## config.mk

```make
export PLATFORM = sky130hd
export DESIGN_NAME = mpf_pin_select
export DESIGN_NICKNAME = d
export VERILOG_FILES = /design/src/hdl/mpf_pkg.sv /design/src/hdl/mpf_strap_latch.sv /design/src/hdl/mpf_pin_select.sv
export SDC_FILE = /design/constraint.sdc
export NUM_CORES = 1
export LEC_CHECK = 0
export BUFFER_PORTS_ARGS = -buffer_cell sky130_fd_sc_hd__buf_2
export CORE_AREA = 2 2 58 60
export CTS_CLUSTER_SIZE = 10
export DETAILED_ROUTE_END_ITERATION = 10
export DIE_AREA = 0 0 60 62
export HOLD_SLACK_MARGIN = 0.1
export PLACE_DENSITY = 0.71
export SLEW_MARGIN = 20
export SYNTH_ARGS = -nofsm -noshare
export SYNTH_HDL_FRONTEND = slang
export SYNTH_HIERARCHICAL = 1
export SYNTH_SLANG_ARGS = --single-unit
```

## constraint.sdc

```tcl
create_clock -name mclk -period 1.1 [get_ports mclk]
set_input_delay 0.11 -clock mclk [delete_from_list [all_inputs] [get_ports mclk]]
set_output_delay 0.11 -clock mclk [all_outputs]
set_load 0.05 [all_outputs]
```

## src/hdl/mpf_pkg.sv

```systemverilog
/*
  Package for the miscellaneous pin function selector: strap sampling
  timing, power-override encodings and grouped pin carriers.
  Assumes a single 50 MHz clock domain and no register bus.
*/
package mpf_pkg;

  // Number of general-purpose pins handled by the selector (pins 0..5)
  localparam int MPF_NUM_GP = 6;

  // Direction bit positions
  localparam int MPF_DIR_BIT_ZERO  = 0;
  localparam int MPF_DIR_BIT_ONE   = 1;
  localparam int MPF_DIR_BIT_TWO   = 2;
  localparam int MPF_DIR_BIT_THREE = 3;

  // Power-override field position in the general control word
  localparam int MPF_PWR_FIELD_LSB = 20;
  localparam int MPF_PWR_FIELD_MSB = 22;

  // Power-override codes that claim pin one
  localparam logic [2:0] MPF_PWR_CODE_A = 3'h1;
  localparam logic [2:0] MPF_PWR_CODE_B = 3'h3;

  // Strap values after reset (internal pulldowns)
  localparam logic MPF_STRAP_RST = 1'b0;

  // Cycles after fundamental reset release before straps are latched
  localparam logic [1:0] MPF_SAMPLE_DELAY = 2'h2;

  // Pin function state captured at reset release
  typedef struct packed {
    logic clock_stop_en;     // Clock-run support enabled
    logic outside_arbiter;   // External arbiter selected
    logic compat_mode;       // Compatibility mode enabled
    logic serial_bus_mode;   // Serial bus owns pins four and five
  } mpf_straps_t;

  // One shared pin as seen by the core: drive value and enable
  typedef struct packed {
    logic out;
    logic oe;
  } mpf_pin_drive_t;

endpackage

```

## src/hdl/mpf_strap_latch.sv

```systemverilog
/*
  Strap latch: catches strap levels once the fundamental reset has been
  released and holds them until the next reset.
  Assumes strap inputs are stable around reset release.
*/
`timescale 1ns/1ns
module mpf_strap_latch
  import mpf_pkg::*;
(
  // Clock and reset
  input  wire logic        mclk,
  input  wire logic        rst,
  input  wire logic        fundamental_reset_n,
  // Raw strap levels
  input  wire mpf_straps_t raw_straps,
  // Latched result
  output mpf_straps_t      straps_q,
  output logic             straps_valid_q
);

  logic [1:0] wait_q;
  logic       sample;

  // Latch once the delay expires after fundamental reset release
  assign sample = fundamental_reset_n && !straps_valid_q && (wait_q == MPF_SAMPLE_DELAY);

  // Delay counter runs only while reset is released and straps not taken
  always_ff @(posedge mclk or posedge rst) begin
    if (rst) begin
      wait_q <= 2'h0;
    end else if (!fundamental_reset_n) begin
      wait_q <= 2'h0;
    end else if (!straps_valid_q && wait_q != MPF_SAMPLE_DELAY) begin
      wait_q <= wait_q + 2'h1;
    end
  end

  // Capture straps once the delay expires after release and hold until next reset
  always_ff @(posedge mclk or posedge rst) begin
    if (rst) begin
      straps_q       <= '0;
      straps_valid_q <= 1'b0;
    end else if (!fundamental_reset_n) begin
      straps_q       <= '0;
      straps_valid_q <= 1'b0;
    end else if (sample) begin
      straps_q       <= raw_straps;
      straps_valid_q <= 1'b1;
    end
  end

endmodule

```

## src/hdl/mpf_pin_select.sv

```systemverilog
/*
  Miscellaneous pin function selector: routes shared terminals to GPIO,
  clock-stop request, power override or two-wire serial bus functions.
  Assumes synchronous pin inputs and a single clock; pads resolve the
  output enables externally.
*/
`timescale 1ns/1ns
module mpf_pin_select
  import mpf_pkg::*;
#(
  parameter int NUM_GP = MPF_NUM_GP
) (
  // Clock and resets
  input  wire logic              mclk,
  input  wire logic              rst,
  input  wire logic              fundamental_reset_n,
  // Straps
  input  wire logic              clock_stop_support_strap,
  input  wire logic              outside_arbiter_strap,
  // Core controls
  input  wire logic [NUM_GP-1:0] gp_direction,
  input  wire logic [NUM_GP-1:0] gp_out_value,
  input  wire logic [2:0]        power_override_field,
  input  wire logic              power_override_value,
  input  wire logic              serial_clock_oe_core,
  input  wire logic              serial_data_oe_core,
  input  wire logic              arb_request_core,
  // Pads of the shared pins: 0..3 GPIO, 4 clock, 5 data
  input  wire logic [NUM_GP-1:0] gp_pin_in,
  output logic [NUM_GP-1:0]      gp_pin_out,
  output logic [NUM_GP-1:0]      gp_pin_oe,
  // Arbitration pins in external arbiter mode
  input  wire logic              req_zero_in,
  output logic                   gnt_zero_out,
  // Status to the core
  output logic [NUM_GP-1:0]      gp_in_value,
  output logic                   clock_stop_enabled,
  output logic                   outside_arbiter_sel,
  output logic                   compat_mode,
  output logic                   serial_bus_mode,
  output logic                   clock_stop_request,
  output logic                   power_override_active,
  output logic                   serial_clock_in,
  output logic                   serial_data_in,
  output logic                   arb_grant_core
);

  mpf_straps_t    raw_straps;
  mpf_straps_t    straps;
  logic           straps_valid;
  logic           pwr_sel;
  mpf_pin_drive_t drv_d [NUM_GP];

  // Gather raw strap levels for the latch
  assign raw_straps.clock_stop_en   = clock_stop_support_strap;
  assign raw_straps.outside_arbiter = outside_arbiter_strap;
  assign raw_straps.compat_mode     = gp_pin_in[MPF_DIR_BIT_TWO];
  assign raw_straps.serial_bus_mode = gp_pin_in[5];

  mpf_strap_latch u_latch (
    .mclk                (mclk),
    .rst                 (rst),
    .fundamental_reset_n (fundamental_reset_n),
    .raw_straps          (raw_straps),
    .straps_q            (straps),
    .straps_valid_q      (straps_valid)
  );

  // Power override owns pin one for two codes only
  assign pwr_sel = (power_override_field == MPF_PWR_CODE_A) ||
                   (power_override_field == MPF_PWR_CODE_B);

  // Per-pin drive selection
  genvar g;
  generate
    for (g = 0; g < NUM_GP; g++) begin : g_pin
      if (g == 0) begin : g_zero
        // Clock-stop request is an input only in clock-run mode
        assign drv_d[g].oe  = straps.clock_stop_en ? 1'b0 : gp_direction[g];
        assign drv_d[g].out = gp_out_value[g];
      end else if (g == 1) begin : g_one
        assign drv_d[g].oe  = pwr_sel ? 1'b1 : gp_direction[g];
        assign drv_d[g].out = pwr_sel ? power_override_value : gp_out_value[g];
      end else if (g == 4) begin : g_four
        // Serial clock is open drain: drive low only
        assign drv_d[g].oe  = straps.serial_bus_mode ? serial_clock_oe_core
                                                     : gp_direction[g];
        assign drv_d[g].out = straps.serial_bus_mode ? 1'b0 : gp_out_value[g];
      end else if (g == 5) begin : g_five
        assign drv_d[g].oe  = straps.serial_bus_mode ? serial_data_oe_core
                                                     : gp_direction[g];
        assign drv_d[g].out = straps.serial_bus_mode ? 1'b0 : gp_out_value[g];
      end else begin : g_plain
        // Pins two and three are plain GPIO
        assign drv_d[g].oe  = gp_direction[g];
        assign drv_d[g].out = gp_out_value[g];
      end

      // Registered pad drive; nothing driven before straps are known
      always_ff @(posedge mclk or posedge rst) begin
        if (rst) begin
          gp_pin_oe[g]  <= 1'b0;
          gp_pin_out[g] <= 1'b0;
        end else begin
          gp_pin_oe[g]  <= straps_valid && drv_d[g].oe;
          gp_pin_out[g] <= drv_d[g].out;
        end
      end
    end
  endgenerate

  // Registered status and function inputs
  always_ff @(posedge mclk or posedge rst) begin
    if (rst) begin
      gp_in_value           <= '0;
      clock_stop_enabled    <= MPF_STRAP_RST;
      outside_arbiter_sel   <= MPF_STRAP_RST;
      compat_mode           <= 1'b0;
      serial_bus_mode       <= 1'b0;
      clock_stop_request    <= 1'b0;
      power_override_active <= 1'b0;
      serial_clock_in       <= 1'b1;
      serial_data_in        <= 1'b1;
    end else begin
      gp_in_value           <= gp_pin_in;
      clock_stop_enabled    <= straps.clock_stop_en;
      outside_arbiter_sel   <= straps.outside_arbiter;
      compat_mode           <= straps.compat_mode;
      serial_bus_mode       <= straps.serial_bus_mode;
      clock_stop_request    <= straps.clock_stop_en && gp_pin_in[0];
      power_override_active <= pwr_sel;
      serial_clock_in       <= straps.serial_bus_mode ? gp_pin_in[4] : 1'b1;
      serial_data_in        <= straps.serial_bus_mode ? gp_pin_in[5] : 1'b1;
    end
  end

  // External arbiter hookup: request on grant zero, grant from request zero
  always_ff @(posedge mclk or posedge rst) begin
    if (rst) begin
      gnt_zero_out   <= 1'b1;
      arb_grant_core <= 1'b0;
    end else begin
      gnt_zero_out   <= straps.outside_arbiter ? ~arb_request_core : 1'b1;
      arb_grant_core <= straps.outside_arbiter && !req_zero_in;
    end
  end

  // Checks
  property p_pwr_drive;
    @(posedge mclk) disable iff (rst)
      (straps_valid && pwr_sel) |=> (gp_pin_oe[1] && gp_pin_out[1] == $past(power_override_value));
  endproperty
  a_pwr_drive: assert property (p_pwr_drive) else $error("pin one not override");

  property p_clock_stop_request_input;
    @(posedge mclk) disable iff (rst)
      straps.clock_stop_en |=> !gp_pin_oe[0];
  endproperty
  a_clock_stop_request_input: assert property (p_clock_stop_request_input) else $error("pin zero driven");

  property p_gpio_dir;
    @(posedge mclk) disable iff (rst)
      straps_valid |=> (gp_pin_oe[3] == $past(gp_direction[3]));
  endproperty
  a_gpio_dir: assert property (p_gpio_dir) else $error("pin three direction");

  property p_hold;
    @(posedge mclk) disable iff (rst)
      (straps_valid && $past(straps_valid)) |-> $stable(straps);
  endproperty
  a_hold: assert property (p_hold) else $error("straps changed");

  property p_clk_en;
    @(posedge mclk) disable iff (rst)
      1'b1 |=> (clock_stop_enabled == $past(straps.clock_stop_en));
  endproperty
  a_clk_en: assert property (p_clk_en) else $error("clock stop status");

  property p_arb;
    @(posedge mclk) disable iff (rst)
      !straps.outside_arbiter |=> (gnt_zero_out && !arb_grant_core);
  endproperty
  a_arb: assert property (p_arb) else $error("arbiter pins active");

  property p_ext_req;
    @(posedge mclk) disable iff (rst)
      (straps.outside_arbiter && arb_request_core) |=> !gnt_zero_out;
  endproperty
  a_ext_req: assert property (p_ext_req) else $error("request not driven");

  property p_sda;
    @(posedge mclk) disable iff (rst)
      (straps_valid && !straps.serial_bus_mode) |=> (gp_pin_oe[5] == $past(gp_direction[5]));
  endproperty
  a_sda: assert property (p_sda) else $error("pin five direction");

  property p_scl;
    @(posedge mclk) disable iff (rst)
      (straps.serial_bus_mode) |=> (gp_pin_out[4] == 1'b0);
  endproperty
  a_scl: assert property (p_scl) else $error("serial clock high drive");

endmodule

```

==> Yosys cells after proc, flatten, opt, wreduce, memory -nomap -nowiden <==
Index checks and enable logic that the tools add are counted.
{ "totals": {"ff_bits": 35, "output_inout_bits": 28} }
{ "op_classes": {"addsub": 1, "eq_ne": 6, "mux": 16, "bitwise": 1, "reduce_logical": 14} }
{ "ops": {"columns": ["op", "count"], "rows": [
  ["1-bit two-way mux", 12],
  ["1-bit logical AND", 11],
  ["4-bit two-way mux", 2],
  ["2-bit two-way mux", 2],
  ["2-bit by 1-bit != test with 1-bit output, second input constant", 2],
  ["3-bit by 1-bit == test with 1-bit output, second input constant", 1],
  ["3-bit by 2-bit == test with 1-bit output, second input constant", 1],
  ["2-bit by 1-bit adder with 2-bit output, second input constant", 1],
  ["2-bit == test, second input constant", 1],
  ["1-bit logical NOT", 2],
  ["2-bit != test, second input constant", 1],
  ["1-bit logical OR", 1],
  ["1-bit NOT", 1]
]} }

==> Depth between registers and ports, before layout <==
{ "logic_depth": {"ltp_word": 5, "mapped_depth": 5, "mapped_depth_nobuf": 4} }

==> Hierarchy <==
Netlist, hierarchy kept.
{ "by_module_without_submodules": {"columns": ["module", "instances", "cells_per_inst", "area_each_um2", "seq_area_each_um2"], "rows": [
  ["mpf_pin_select", 1, 46, 843.3, 704.4],
  ["mpf_strap_latch", 1, 32, 326.6, 175.2]
]} }

==> Least setup slack after synthesis <==
Ideal clock, no wire load.
{ "synth_timing": {"path_type": "reg-to-reg", "from": "register u_latch.wait_q[0]", "to": "register u_latch/straps_q[0] (netlist bit)", "arrival_time_ps": 1070, "required_time_ps": 1021, "slack_ps": -50, "path_stages_with_launch": 6, "path_buffers": 1, "synth_period_minus_slack_ps": 1150, "cell_sequence": "dfrtp_1 inv_1 ha_1 nor2b_1 clkbuf_2 mux2i_1"} }
{ "synth_via": {"elab_chain_cells": 3} }
{ "synth_lines": {"columns": ["item", "line_no", "source"], "rows": [
  ["from (decl)", "mpf_strap_latch.sv:21", "logic [1:0] wait_q;"],
  ["from (signal assigned)", "mpf_strap_latch.sv:34", "wait_q <= wait_q + 2'h1;"],
  ["2-bit == test", "mpf_strap_latch.sv:25", "assign sample = fundamental_reset_n && !straps_valid_q && (wait_q == MPF_SAMPLE_DELAY);"],
  ["1-bit logical AND", "mpf_strap_latch.sv:25", null],
  ["2-bit by 1-bit != test with 1-bit output (no line)", null, null],
  ["to (signal assigned)", "mpf_strap_latch.sv:47", "straps_q <= raw_straps;"],
  ["to (decl)", "mpf_strap_latch.sv:17", "output mpf_straps_t straps_q,"]
]} }
Every way passes these cells.
A chain may end at the register's enable or synchronous reset.

==> Worst setup path after layout <==
{ "layout_timing": {"from": "register u_latch.wait_q[1]", "to": "register u_latch.wait_q[1]"} }
{ "layout_via": {"elab_chain_cells": 3, "word_cells_on_any_way": 6, "classes_between": "add/sub (1); eq/ne (2); mux (2); reduce/logical (1)"} }
{ "layout_lines": {"columns": ["item", "line_no", "source"], "rows": [
  ["2-bit by 1-bit adder with 2-bit output or 2-bit != test (tied branches)", "mpf_strap_latch.sv:34, mpf_strap_latch.sv:33", null],
  ["2-bit two-way mux or 1-bit logical AND (tied branches)", "mpf_strap_latch.sv:33", "end else if (!straps_valid_q && wait_q != MPF_SAMPLE_DELAY) begin"],
  ["2-bit two-way mux or 2-bit by 1-bit != test with 1-bit output (tied branches)", null, null]
]} }
Several ways; a longest one is shown, not always the timed one. The select of a mux whose other input is x is not followed.

==> results.md <==
* Slowest Stage Delay on Critical Path at approximately 0.43 ns
* Hpwl dp at approximately 1700 um
* Leak at roughly 1 nW
* Clk_skew at roughly 0.012 ns
* Global-route wire length before repair at around 4200 um
* Worst VDD drop at approximately 1000 uV
* CP delay by family, top: flip-flops
* Cell Rows at 21
* Final setup fails at 8
* First-pass detailed-route iteration total at 6
* RSZ-0062 raised after global routing: true
* Syn Nets at 110
* # diodes at 0
* CP Cell Sequence: ha_4 -> or3_1 -> a21boi_2
* Chip width at about 60 um
* Commonest non-fill, non-tap cells in the layout: buf_2 (47), dlygate4sd3_1 (34), dfrtp_1 (32)
* Footprint of the multi-input gates at 293 sq um
* Area Overhead vs Synth at 73.2%
* Worst hold path type: in2async
* Clk slew on worst S/H paths at approximately 0.11 ns
* Reg2reg path depth at 3
* Port bufs at 57
* Full die area at about 0.0037 sq mm
* Reg-to-reg slack, setup at -0.12 ns
* Yosys cell types at 19
* Setup crit end kind: flop
* Core region area at about 0.0032 sq mm
* Final Hold Vio Count at 0
* Initial antenna violation count at 0
* Starting Density at 0.368
* Final cell count without fillers at between 200 and 250
* Seq/Total Area, Yosys at 0.752
* Yosys reg bits at 35
* Routed Antenna Nets at 0
* Top-level I/O count at just under 60
* Period minus WS final at between 1 and 1.5 ns
* Avg WL per Cell at 12.8 um
* Number of global-route vias before repair at between 900 and 1000
* CTS H-tree lvls at 2
* Setup ws final at -0.121 ns
* Largest net degree at the start of global routing at 20
* R2r startpoint: u_latch/wait_q[1]
* Syn Inst Count at 78
* WS Path Type: reg2reg
* Clk sink count at 35
* Setup crit start: u_latch/wait_q[1]
* Fmax at around 800 MHz
* P per Cell Area at 1770 mW/mm^2
* Placed cells at approximately 180
* Most common cell after layout, fill and taps aside: buf_2
* Worst skew pair latency at approximately 0.33 ns
* Failing checks: negative setup slack
* Overall power at between 3 and 4 mW
* TritonCTS buffer count at 5
* Post-Synthesis Cell Area at approximately 0.0012 sq mm
* Status: finished with violations
* CTS tree: done
* DRC viols at 0
* Chip height at 62 um
* Grt total ovfl at 0
* Fraction of layout cells with a size suffix above 1 at 0.436
* NumNets Final at 210
* Least-Margin Pin Slew at 0.286 ns
* DR vias at roughly 950
* Sequential standard cell area at between 800 and 900 sq um
* Routability-driven placement congestion ratio at a little under 0.7
* Max Cap Viol at 0
* Fin crit share at 1.11
* Buf/Inv on CP at 0
* Initial drt markers at 23
* Crit-path slowest cell: dfrtp_1
* WP data arrival at 1.48 ns
* Slew margin rel. at 0.809
* Reg2reg end: u_latch/wait_q[1]
* Slew Viols, Final at 0
* Fillers at roughly 220
* Total GRT Usage at 0.160
* CP Max Fanout at 5
* Worst Setup Start Kind: flop
* DR vias/cell at approximately 4.2
* Avg Inst Size Synth at approximately 15 sq um
* Wirelength, routed at between 2000 and 3000 um
* Yosys warnings at 6
* CTS root buffer: clkbuf_4
* Clk buf depth at 2
* Required @ worst endpoint at approximately 1.4 ns
==> through the flow <==
step	setup WS [ns]	util	area [sq um]	hold slack (ns)	setup TNS, ns
after floorplan	-0.00212	-	1180	-0.0866	-0.00847
after global placement	-0.0142	0.486	1550	0.0604	-0.0322
after detailed placement	-0.0800	0.486	1550	0.0694	-0.214
after CTS	-0.0984	0.617	1960	0.0874	-0.470
after global routing	-0.168	0.637	2030	0.275	-0.810
final	-0.121	0.637	2030	0.252	-0.319
==> synthesized netlist by cell type <==
| master | n | area, sq um |
|---|---|---|
| ha_1 | 1 | 12.5 |
| mux2_4 | 1 | 15.0 |
| nor2b_1 | 5 | 31.3 |
| nor2b_4 | 1 | 13.8 |
| dfstp_2 | 3 | 78.8 |
| o21ai_0 | 2 | 10.0 |
| and3b_1 | 1 | 8.76 |
| or2b_1 | 2 | 15.0 |
| clkbuf_2 | 1 | 5.00 |
| buf_2 | 1 | 5.00 |
| a21boi_1 | 2 | 15.0 |
| dfrtp_1 | 32 | 801 |
| inv_1 | 3 | 11.3 |
| or3_1 | 2 | 12.5 |
| nand2_1 | 9 | 33.8 |
| and2b_1 | 1 | 7.51 |
| mux2i_1 | 6 | 60.1 |
| and2_1 | 3 | 18.8 |
| o21a_1 | 2 | 15.0 |
==> report_power, final <==
part	switching, mW	internal [mW]	total, mW	leakage (nW)
sequential	0.114	1.46	1.58	0.445
clock	0.425	0.478	0.903	0.0452
combinational	0.667	0.443	1.11	0.538
==> state kept, by name, indices dropped and copies added, names as in the netlist, 2 cells and up <==
| register | count |
|---|---|
| gp_in_value | 6 |
| gp_pin_oe | 6 |
| gp_pin_out | 6 |
| u_latch/straps_q | 4 |
| u_latch/wait_q | 2 |
==> metal layers <==
| layer | share of wire | up-vias | global-route usage |
|---|---|---|---|
| met4 | 0.0056 | 0 | 0.0667 |
| met5 | 0 | - | 0 |
| li1 | - | 454 | - |
| met2 | 0.52 | 45 | 0.280 |
| met3 | 0.059 | 2 | 0.0559 |
| met1 | 0.41 | 452 | 0.177 |
==> cells by family (layout without fill, tap and decap cells) <==
group	Yosys count	after routing	synth area share
AOI/OAI and AO/OA	6	6	0.0342
adders and majority gates	1	1	0.0107
buffers and inverters	5	106	0.0182
DFF	35	35	0.752
muxes	7	7	0.0642
and+or+nand+nor	24	24	0.121
==> worst max path at each step <==
stage / endpoint / slack, ns / cells past startpoint
2_1_floorplan: u_latch/straps_q[0] / -0.002 / 5
3_3_place_gp: u_latch/wait_q[1] / -0.01 / 4
3_5_place_dp: u_latch/wait_q[1] / -0.08 / 4
4_1_cts: u_latch/wait_q[1] / -0.1 / 4
5_1_grt: u_latch/wait_q[1] / -0.17 / 4
6_report: u_latch/wait_q[1] / -0.12 / 3
==> worst min-delay path: stages <==
cell           delay [ns]
dlygate4sd3_1        0.53
buf_2                0.13
inv_1                0.22
==> repair_timing <==
item | CTS | global route
hold buffers | 31 | 3
setup endpoints to repair | 9 | 16
setup buffers | 0 | 1
pin swaps | 1 | 0
gates cloned | 0 | 0
gates resized for setup | 8 | 10
hold endpoints to repair | 64 | 3
==> cell type report <==
class / count / area share
Inverter: 3 / 0.00556
Sequential cell: 35 / 0.434
Clock inverter: 3 / 0.0216
Clock buffer: 5 / 0.0185
Multi-Input combinational cell: 38 / 0.145
Tap cell: 46 / 0.0284
Timing Repair Buffer: 95 / 0.347
No activity file was read; power rests on OpenSTA's default activity.
